`config.mk`:
```
export PLATFORM = sky130hd
export DESIGN_NAME = sync_rx_completion_status
export DESIGN_NICKNAME = d
export VERILOG_FILES = /design/src/sync_rx_pkg.sv /design/src/sync_rx_completion_status.sv /design/src/sync_rx_stage_fifo.sv
export SDC_FILE = /design/constraint.sdc
export NUM_CORES = 1
export LEC_CHECK = 0
export ABC_AREA = 1
export BUFFER_PORTS_ARGS = -buffer_cell sky130_fd_sc_hd__buf_4
export CORE_UTILIZATION = 58
export CTS_CLUSTER_SIZE = 25
export DETAILED_ROUTE_END_ITERATION = 16
export GPL_TIMING_DRIVEN = 0
export HOLD_SLACK_MARGIN = 0.15
export PLACE_DENSITY = 0.91
export SLEW_MARGIN = 20
export SYNTH_ARGS = -nofsm -noshare
export SYNTH_HDL_FRONTEND = slang
export SYNTH_SLANG_ARGS = --single-unit
```
`constraint.sdc`:
```
create_clock -name clk -period 2.9 [get_ports clk]
set_clock_uncertainty 0.1 [all_clocks]
set_input_delay 0.145 -clock clk [delete_from_list [all_inputs] [get_ports clk]]
set_output_delay 0.145 -clock clk [all_outputs]
set_load 0.03 [all_outputs]
```
`src/sync_rx_pkg.sv`:
```
package sync_rx_pkg;

    ////////////////////////////////////////////////////////////////////////
    // widths
    localparam int unsigned CSR_W = 16;
    localparam int unsigned CHAR_W = 8;
    localparam int unsigned RESID_W = 3;
    localparam int unsigned N_BUFS = 2;

    ////////////////////////////////////////////////////////////////////////
    // control/status word field positions
    localparam int unsigned BIT_IE = 5;
    localparam int unsigned BIT_DONE_S = 7;
    localparam int unsigned BIT_LOOP = 8;
    localparam int unsigned BIT_UNUSED_LO = 9;
    localparam int unsigned BIT_UNUSED_HI = 10;
    localparam int unsigned BIT_RESID_S = 11;
    localparam int unsigned BIT_RESID_P = 12;
    localparam int unsigned BIT_ERR = 14;
    localparam int unsigned BIT_DONE_P = 15;

    // buffer index: 0 primary, 1 secondary
    localparam int unsigned BUF_P = 0;
    localparam int unsigned BUF_S = 1;

    ////////////////////////////////////////////////////////////////////////
    // reset values
    localparam logic [N_BUFS-1:0] DONE_RST = 2'h3;
    localparam logic [N_BUFS-1:0] XFER_RST = 2'h3;
    localparam logic [RESID_W-1:0] RESID_RST = 3'h0;
    localparam logic IE_RST = 1'b0;
    localparam logic LOOP_RST = 1'b0;
    localparam logic LINE_MARK = 1'b1;
    localparam logic [CSR_W-1:0] CSR_ZERO = 16'h0000;

    ////////////////////////////////////////////////////////////////////////
    // on-board staging buffer
    localparam int unsigned FIFO_DEPTH = 8;
    localparam int unsigned FIFO_AW = 3;
    localparam int unsigned FIFO_CW = 4;
    localparam logic [FIFO_CW-1:0] FIFO_FULL = 4'h8;

    // pin synchroniser
    localparam int unsigned SYNC_STAGES = 3;
    localparam int unsigned N_PINS = 2;
    localparam int unsigned PIN_RXD = 0;
    localparam int unsigned PIN_RXC = 1;

    ////////////////////////////////////////////////////////////////////////
    // carriers
    typedef struct packed {
        logic bufsel;
        logic last;
        logic [CHAR_W-1:0] data;
    } rx_entry_s;

    typedef struct packed {
        logic bufsel;
        logic last;
        logic [RESID_W-1:0] resid;
        logic [CHAR_W-1:0] data;
    } rx_char_s;

endpackage : sync_rx_pkg

```
`src/sync_rx_completion_status.sv`:
```
`timescale 1ns/1ps
`default_nettype none

module sync_rx_completion_status (
    // clock and reset
    input wire logic clk,
    input wire logic srst,
    // control/status word access
    input wire logic csr_wr,
    input wire logic [sync_rx_pkg::CSR_W-1:0] csr_wdata,
    input wire logic csr_rd,
    output logic [sync_rx_pkg::CSR_W-1:0] csr_rdata,
    // character count load strobes
    input wire logic cnt_load_prim,
    input wire logic cnt_load_sec,
    // receiver character stream
    input wire logic rx_valid,
    input wire sync_rx_pkg::rx_char_s rx_char,
    output logic rx_ready,
    // receiver mode and error summary
    input wire logic bit_oriented,
    input wire logic rx_err,
    // memory transfer side
    output logic dma_valid,
    output logic [sync_rx_pkg::CHAR_W-1:0] dma_data,
    input wire logic dma_ready,
    // receive vector request
    output logic irq_req,
    // serial path
    input wire logic tx_serial,
    input wire logic tx_clk_sel,
    input wire logic line_rxd,
    input wire logic line_rx_clk,
    output logic line_txd,
    output logic rx_serial,
    output logic rx_clk
);
    import sync_rx_pkg::*;

    ////////////////////////////////////////////////////////////////////////
    // state

    typedef struct packed {
        logic [N_BUFS-1:0] done;
        logic [N_BUFS-1:0] xfer;
        logic [N_BUFS-1:0][RESID_W-1:0] resid;
        logic ie;
        logic loop;
        logic [CSR_W-1:0] rdata;
        logic [N_PINS-1:0][SYNC_STAGES-1:0] sync;
        logic [N_PINS-1:0] filt;
        logic txd;
        logic rxs;
        logic rxc;
    } stat_state_s;

    stat_state_s q, d;

    rx_entry_s fifo_in;
    rx_entry_s head;
    logic push;
    logic pop;
    logic msg_end;
    logic drain_last;
    logic [N_BUFS-1:0] cnt_load;
    logic [N_BUFS-1:0] resid_flag;
    logic [N_BUFS-1:0] ready_irq;
    logic [N_PINS-1:0] pin_in;
    logic [N_PINS-1:0][SYNC_STAGES-1:0] sync_d;
    logic [N_PINS-1:0] filt_d;
    logic [CSR_W-1:0] word;

    ////////////////////////////////////////////////////////////////////////
    // staging buffer between receiver and memory transfer

    // flags set as characters enter, so done can lead the transfer
    assign fifo_in.bufsel = rx_char.bufsel;
    assign fifo_in.last = rx_char.last;
    assign fifo_in.data = rx_char.data;

    sync_rx_stage_fifo u_stage (
        .clk(clk),
        .srst(srst),
        .wr_valid(rx_valid),
        .wr_data(fifo_in),
        .wr_ready(rx_ready),
        .rd_valid(dma_valid),
        .rd_data(head),
        .rd_ready(dma_ready)
    );

    assign dma_data = head.data;
    assign push = rx_valid && rx_ready;
    assign pop = dma_valid && dma_ready;
    assign msg_end = push && rx_char.last;
    assign drain_last = pop && head.last;
    assign cnt_load = {cnt_load_sec, cnt_load_prim};

    ////////////////////////////////////////////////////////////////////////
    // per-buffer flags and per-pin synchronisers

    genvar gi;
    generate
        for (gi = 0; gi < N_BUFS; gi++) begin : g_buf
            // no stored flag, so it can never disagree with the count
            assign resid_flag[gi] = bit_oriented && (q.resid[gi] != RESID_RST);
            // done alone is not enough: the last character must be gone
            assign ready_irq[gi] = q.done[gi] && q.xfer[gi];
        end
        for (gi = 0; gi < N_PINS; gi++) begin : g_pin
            // first stage feeds only the second; filter looks at 2 and 3
            assign sync_d[gi] = {q.sync[gi][1:0], pin_in[gi]};
            assign filt_d[gi] = (q.sync[gi][1] == q.sync[gi][2]) ? q.sync[gi][2] : q.filt[gi];
        end
    endgenerate

    assign pin_in[PIN_RXD] = line_rxd;
    assign pin_in[PIN_RXC] = line_rx_clk;

    ////////////////////////////////////////////////////////////////////////
    // status word image

    always_comb begin
        word = CSR_ZERO;
        word[BIT_DONE_P] = q.done[BUF_P];
        word[BIT_ERR] = rx_err;
        word[BIT_RESID_P] = resid_flag[BUF_P];
        word[BIT_RESID_S] = resid_flag[BUF_S];
        word[BIT_UNUSED_HI] = 1'b0;
        word[BIT_UNUSED_LO] = 1'b0;
        word[BIT_LOOP] = q.loop;
        word[BIT_DONE_S] = q.done[BUF_S];
        word[BIT_IE] = q.ie;
    end

    // request: enable and any completed buffer or error
    assign irq_req = q.ie && ((|ready_irq) || rx_err);

    ////////////////////////////////////////////////////////////////////////
    // next state

    always_comb begin
        d = q;
        // count load clears first, so a message end in the same cycle wins
        for (int b = 0; b < N_BUFS; b++) begin
            if (cnt_load[b]) begin
                d.done[b] = 1'b0;
                d.xfer[b] = 1'b0;
                d.resid[b] = RESID_RST;
            end
        end
        // a message end in the same cycle overrides an older last character leaving, so that newer message is not marked as sent
        if (drain_last) begin
            d.xfer[head.bufsel] = 1'b1;
        end
        if (msg_end) begin
            d.done[rx_char.bufsel] = 1'b1;
            d.xfer[rx_char.bufsel] = 1'b0;
            d.resid[rx_char.bufsel] = rx_char.resid;
        end
        // only the enable and loop bits are writable here
        if (csr_wr) begin
            d.ie = csr_wdata[BIT_IE];
            d.loop = csr_wdata[BIT_LOOP];
        end
        if (csr_rd) begin
            d.rdata = word;
        end
        d.sync = sync_d;
        d.filt = filt_d;
        // serial path steering
        if (q.loop) begin
            d.txd = LINE_MARK;
            d.rxs = tx_serial;
            d.rxc = tx_clk_sel;
        end else begin
            d.txd = tx_serial;
            d.rxs = q.filt[PIN_RXD];
            d.rxc = q.filt[PIN_RXC];
        end
    end

    ////////////////////////////////////////////////////////////////////////
    // registers

    always_ff @(posedge clk) begin
        if (srst) begin
            q <= '0;
            q.done <= DONE_RST;
            q.xfer <= XFER_RST;
            q.resid <= '0;
            q.ie <= IE_RST;
            q.loop <= LOOP_RST;
            q.txd <= LINE_MARK;
            q.rxs <= LINE_MARK;
        end else begin
            q <= d;
        end
    end

    assign csr_rdata = q.rdata;
    assign line_txd = q.txd;
    assign rx_serial = q.rxs;
    assign rx_clk = q.rxc;
endmodule : sync_rx_completion_status

`default_nettype wire

```
`src/sync_rx_stage_fifo.sv`:
```
`timescale 1ns/1ps
`default_nettype none

module sync_rx_stage_fifo (
    // clock and reset
    input wire logic clk,
    input wire logic srst,
    // fill side
    input wire logic wr_valid,
    input wire sync_rx_pkg::rx_entry_s wr_data,
    output logic wr_ready,
    // drain side
    output logic rd_valid,
    output sync_rx_pkg::rx_entry_s rd_data,
    input wire logic rd_ready
);
    import sync_rx_pkg::*;

    typedef struct packed {
        rx_entry_s [FIFO_DEPTH-1:0] mem;
        logic [FIFO_AW-1:0] wptr;
        logic [FIFO_AW-1:0] rptr;
        logic [FIFO_CW-1:0] cnt;
        logic ov;
        rx_entry_s od;
    } fifo_state_s;

    fifo_state_s q, d;
    logic push;
    logic pop_out;
    logic load;

    // handshakes; head sits in a register so read data leave a flop
    assign wr_ready = (q.cnt != FIFO_FULL);
    assign rd_valid = q.ov;
    assign rd_data = q.od;
    assign push = wr_valid && wr_ready;
    assign pop_out = q.ov && rd_ready;
    assign load = (q.cnt != 4'h0) && (!q.ov || pop_out);

    // next state
    always_comb begin
        d = q;
        if (push) begin
            d.mem[q.wptr] = wr_data;
            d.wptr = q.wptr + 3'h1;
        end
        if (load) begin
            d.od = q.mem[q.rptr];
            d.ov = 1'b1;
            d.rptr = q.rptr + 3'h1;
        end else if (pop_out) begin
            d.ov = 1'b0;
        end
        d.cnt = q.cnt + {3'h0, push} - {3'h0, load};
    end

    always_ff @(posedge clk) begin
        if (srst) begin
            q <= '0;
        end else begin
            q <= d;
        end
    end

endmodule : sync_rx_stage_fifo

`default_nettype wire

```
==> qor.txt, run 1 <==
Outcome - finished clean
Power Density - 922.5 nW/um^2
TNS Setup - 0 ns
Clock H-tree levels - 4
Via-per-instance ratio - 5.868
Clock sink count - 131
HP Class - in2reg
Hold Path Origin - tx_serial
CP max FO - 7
Largest net degree at the start of global routing - 17
Post-DRT Antenna Nets - 0
CTS buffer count - 17
# port buffers - 47
Nets - 993
Yosys top cell by area - dfxtp_1
GRT Overall Usage - 39.24%
Die area - 10770 sq um
Filler instances - 591
Sequential power share - 30.3%
Final GP Congestion - 0.9285
Commonest non-fill, non-tap cell in the layout - dfxtp_1
Period minus WS final - 2.791 ns
Initial DRC count - 915
Worst Hold End - line_txd$_SDFF_PP1_
Slowest-stage cell, CP - dlygate4sd3_1
Slew margin rel. - 55.52%
Combinational Power Share - 35.4%
R2R depth - 10
Worst-path clk slew - 0.07 ns
Tcrit/Tclk final - 96.26%
Post-DR wirelength/cell - 19.01 um
Fmax - 0.3582 GHz
Worst Setup Start Kind - register
Starting density of the core - 60.63%
Vias in the first global route - 6260
Yosys reg bits - 131
Via Count - 6379
Hold_ws - 0.2546 ns
WL final - 20660 um
Worst EP required - 3.21 ns
Static Leak - 3.452 nW
Synth area leaders - dfxtp_1 (44%), a21oi_1 (8.0%), nand2_1 (7.6%)
# IOs - 73
Worst Hold Path Cells - 4
Critical path cell sequence - inv_1 -> ha_1 -> nand3_4 -> nand2_8 -> nor2_4 -> nand2_1 -> nand2_1 -> dlygate4sd3_1 -> a21oi_1 -> dlygate4sd3_1
Crit path DAT - 3.11 ns
Synth top area share - 43.65%
R2r endpoint - q[34]$_SDFF_PP0_
Pre-antenna DRT Iters - 9
Dpl hpwl - 10360 um
Yosys warnings - 0
Std-Cell Rows - 36
WS Path Type - reg2reg
Setup violators final - 0
Distinct cells, synth - 29
Worst-skew pair later-pin latency - 0.54 ns
Internal power - 4.476 mW
Final Slew Violations - 0
Ant. Diodes - 0
Hold Fails Final Rpt - 0
FF-to-FF Start - u_stage.q[13]$_SDFF_PP0_
Initial antenna violation count - 0
Crit. End Element - register
Sw frac - 37.15%
DRC errors left - 0
Sequential area share after synthesis - 43.65%
CTS tree - built
Cts repair resizes - 0
Psw - 2.645 mW
Root Driver - clkbuf_8
Max_cap viols - 0
Layout area overhead - 28.47%
CP peak stage delay - 0.60 ns
Finished Layout Cells - 1087
Total chip power - 7.120 mW
Worst-margin pin slew - 0.6673 ns
Die Width - 103.8 um
GRT overflow - 0
Cells after Synth - 817
Most frequent cells in the layout - dfxtp_1 (131), nand2_1 (121), inv_1 (107), a21oi_1 (96)
Clk pwr share - 34.4%
Mean area per synthesized cell - 7.354 sq um
Mapped Area - 6008 sq um
Dpl cells - 1005
Global-route wire length before repair - 32400 um
VDD IR-drop max - 0.0006002 V
Core area - 9910 sq um
R2R Setup Slk - 0.11 ns
Ratio of cells with drive above 1 in the final layout - 17.19%
Max clock buf depth - 2
Chip height - 103.8 um
through the flow:
step | util, % | setup WS (ns) | cell area [sq um]
3_3_place_gp | 66.17 | 0.4987 | 6558
3_5_place_dp | 66.17 | 0.4670 | 6558
6_report | 77.89 | 0.1086 | 7719
2_1_floorplan | - | 0.6636 | 6038
5_1_grt | 77.89 | -0.04903 | 7719
4_1_cts | 77.66 | 0.2732 | 7696
worst max-delay path by stage:
stage	endpoint	cells after the start	startpoint	slack (ns)
floorplan	u_stage.q[13]$_SDFF_PP0_	11	u_stage.rd_valid$_SDFFE_PP0P_	0.66
global placement	u_stage.q[13]$_SDFF_PP0_	13	u_stage.q[13]$_SDFF_PP0_	0.50
detailed placement	u_stage.q[13]$_SDFF_PP0_	13	u_stage.q[13]$_SDFF_PP0_	0.47
CTS	q[34]$_SDFF_PP0_	10	u_stage.q[13]$_SDFF_PP0_	0.27
global route	u_stage.q[13]$_SDFF_PP0_	13	u_stage.q[13]$_SDFF_PP0_	-0.05
finish	q[34]$_SDFF_PP0_	10	u_stage.q[13]$_SDFF_PP0_	0.11
synthesized netlist by cell type:
cell type  number
o21ai_0        30
fa_1            1
dfxtp_1       131
and3_1          2
a22o_1          1
buf_6          14
nand2_8         1
o21ai_1        71
ha_1            8
buf_4          31
conb_1          1
buf_1           2
nor2_4          1
a21oi_1        96
clkbuf_1        9
a211oi_1        1
o21ai_2         1
nand2_1       121
inv_2           6
buf_2          16
nand2_4         9
xor2_1          1
nand3_4         1
nand3_1        71
inv_1         107
o211ai_1        1
nand2_2         1
inv_12          1
nor2_1         81
per-layer routing:
metal  vias to the layer above  part of all wire [%]  track usage (%)
li1                       2816                     -                -
met3                       213                    13            12.46
met2                       530                    44            61.89
met4                         0                   9.3            28.57
met5                         -                     0                0
met1                      2820                    33            44.82
sequential cells by signal, indices dropped and copies added (netlist names):
name and count:
q 16, line_txd 1, csr_rdata 7, rx_serial 1
u_stage.rd_data 10, u_stage.q 90, d 4, rx_clk 1
u_stage.rd_valid 1
power groups by stage:
stage | Combinational (mW) | Clock (mW) | Sequential [mW]
2_1_floorplan | 1.60 | 0 | 2.15
3_3_place_gp | 2.12 | 0 | 2.16
3_5_place_dp | 2.17 | 0 | 2.16
4_1_cts | 2.27 | 2.41 | 2.13
5_1_grt | 2.70 | 2.52 | 2.17
6_report | 2.52 | 2.45 | 2.16
cells by family after synthesis:
group | share of synthesized area (%)
xor gates and xnor gates | 0.1458
DFF | 43.65
adders and majority gates | 1.999
AOI/OAI and AO/OA | 16.95
other | 0.06241
and+or+nand+nor | 21.35
buffers and inverters | 15.85
critical path: cells and delay by family, from the launching register on:
| kind | cells | cell delay, ns |
|---|---|---|
| buf+inv | 3 | 1.22 |
| simple gates | 5 | 0.74 |
| fa+ha+maj | 1 | 0.23 |
| flops | 1 | 0.30 |
| compound gates | 1 | 0.07 |
timing repair:
| item | in CTS | in global routing |
|---|---|---|
| hold endpoints to repair | 109 | 0 |
| hold buffers | 47 | 0 |
| setup buffers | 0 | 3 |
| setup endpoints to repair | 0 | 2 |
area by class of cell:
cell class / instances / area, sq um / share of cell area (%)
multi-input combinational: 508 / 2464 / 31.92
clock buffer: 17 / 414.1 / 5.366
buffer: 72 / 511.7 / 6.630
inverter: 114 / 440.4 / 5.706
tap: 133 / 166.4 / 2.156
clock inverter: 15 / 254.0 / 3.291
timing repair buffer: 97 / 845.8 / 10.96
sequential: 131 / 2623 / 33.98
Note: power is estimated with default switching activity, not from simulation.
==> run 2, diff against run 1 <==
BUFFER_PORTS_ARGS = -buffer_cell sky130_fd_sc_hd__clkbuf_2   (was -buffer_cell sky130_fd_sc_hd__buf_4)
==> qor.txt, run 2 (synthesized netlist as in run 1, its figures left out) <==
Outcome - finished clean
Static Leak - 3.358 nW
Biggest register - u_stage.q
Die area - 10770 sq um
HP Class - in2reg
Worst-path clk slew - 0.08 ns
Chip height - 103.8 um
Layout area overhead - 24.70%
Global-route wire length before repair - 30270 um
CP max FO - 7
Max_cap viols - 0
Post-DR wirelength/cell - 18.04 um
Pre-antenna DRT Iters - 8
Clock sink count - 131
WS Path Type - reg2reg
Worst-margin pin slew - 0.6800 ns
Core area - 9910 sq um
CP peak stage delay - 0.70 ns
Dpl hpwl - 10290 um
Buf/Inv on CP - 4
DRC errors left - 0
Max reg flops - 90
# IOs - 73
GRT Overall Usage - 37.18%
CTS buffer count - 17
Tcrit/Tclk final - 94.54%
Crit path max-delay family - buffers and inverters
TNS Setup - 0 ns
Finished Layout Cells - 1084
VDD IR-drop max - 0.0005766 V
R2R Setup Slk - 0.16 ns
CTS tree - built
Crit path DAT - 3.09 ns
Starting density of the core - 60.63%
Worst-skew pair later-pin latency - 0.54 ns
# port buffers - 47
Period minus WS final - 2.742 ns
Nets - 989
Worst Setup Start Kind - register
Hold Fails Final Rpt - 0
Worst EP required - 3.25 ns
Largest net degree at the start of global routing - 17
Slew margin rel. - 54.66%
Slowest-stage cell, CP - dlygate4sd3_1
Post-DRT Antenna Nets - 0
Via-per-instance ratio - 5.732
WL final - 19560 um
Final GP Congestion - 0.8886
Ratio of cells with drive above 1 in the final layout - 16.95%
Clock H-tree levels - 4
Unrepaired setup endpoints after global routing - false
Crit. End Element - register
GRT overflow - 0
Setup violators final - 0
Vias in the first global route - 5830
Critical path cell sequence - inv_1 -> ha_1 -> nand3_4 -> nand2_8 -> nor2_4 -> nand2_4 -> nand2_1 -> dlygate4sd3_1 -> inv_1 -> nor2_1 -> dlygate4sd3_1
Fmax - 0.3647 GHz
Max clock buf depth - 2
Power Density - 897.2 nW/um^2
Dpl cells - 1005
Root Driver - clkbuf_8
Die Width - 103.8 um
Commonest non-fill, non-tap cell in the layout - dfxtp_1
Initial antenna violation count - 1
Most frequent cells in the layout - dfxtp_1 (131), nand2_1 (121), inv_1 (107), a21oi_1 (96), nor2_1 (81)
Final Slew Violations - 0
Initial DRC count - 800
Via Count - 6214
Std-Cell Rows - 36
[run 2: what timing repair did]
item / in CTS / in global routing
hold buffers: 46 / 0
resized for setup: 0 / 0
buffers inserted: 0 / 0
endpoints found under the hold margin: 110 / 0
[run 2: per-stage QoR]
step | power, mW | area [sq um] | setup slack (ns) | hold WS, ns | util (%)
floorplan | 3.750 | 6038 | 0.6636 | 0.1310 | -
global placement | 4.221 | 6440 | 0.5069 | 0.2435 | 64.99
detailed placement | 4.283 | 6440 | 0.4630 | 0.2519 | 64.99
CTS | 6.471 | 7490 | 0.3128 | 0.2522 | 75.58
global route | 6.980 | 7492 | 0.05700 | 0.3021 | 75.61
finish | 6.722 | 7492 | 0.1582 | 0.2708 | 75.61
[run 2: report_power, final]
| part | internal (mW) | switching, mW | total (mW) |
|---|---|---|---|
| sequential | 2.02 | 0.137 | 2.16 |
| clock | 1.33 | 0.863 | 2.19 |
| combinational | 0.816 | 1.56 | 2.38 |
| total | 4.16 | 2.56 | 6.72 |
[run 2: worst paths after layout]
check	from	end	cells after the start
worst max-delay path	u_stage.q[13]$_SDFF_PP0_	q[31]$_SDFF_PP0_	11
worst min-delay path	line_rx_clk	d[9]$_SDFF_PP0_	4
worst max register to register	u_stage.q[13]$_SDFF_PP0_	q[31]$_SDFF_PP0_	11
worst min register to register	d[6]$_SDFF_PP0_	d[7]$_SDFF_PP0_	2
[run 2: per-layer routing]
metal / GRT usage (%) / share of wire (%) / routed length, um / vias to the layer above
met2: 58.49 / 46 / 8950 / 459
met1: 41.97 / 34 / 6743 / 2754
met3: 10.20 / 9.8 / 1924 / 184
met5: 0 / 0 / 0 / -
li1: - / - / - / 2817
met4: 31.33 / 9.9 / 1938 / 0
[run 2: worst register-to-register path, delay by kind of cell, from the launching register on]
kind	cells	cell delay, ns
buffers and inverters	4	1.35
and+or+nand+nor	6	0.68
DFF	1	0.30
adders and majority gates	1	0.23
[run 2: layout make-up]
type	instances	area [sq um]
Timing Repair Buffer	93	695.7
Clock buffer	18	427.9
Sequential cell	131	2623
Clock inverter	14	161.4
Buffer	72	511.7
Antenna cell	1	2.502
Fill cell	681	2417
Tap cell	133	166.4
Multi-Input combinational cell	508	2464
Inverter	114	440.4
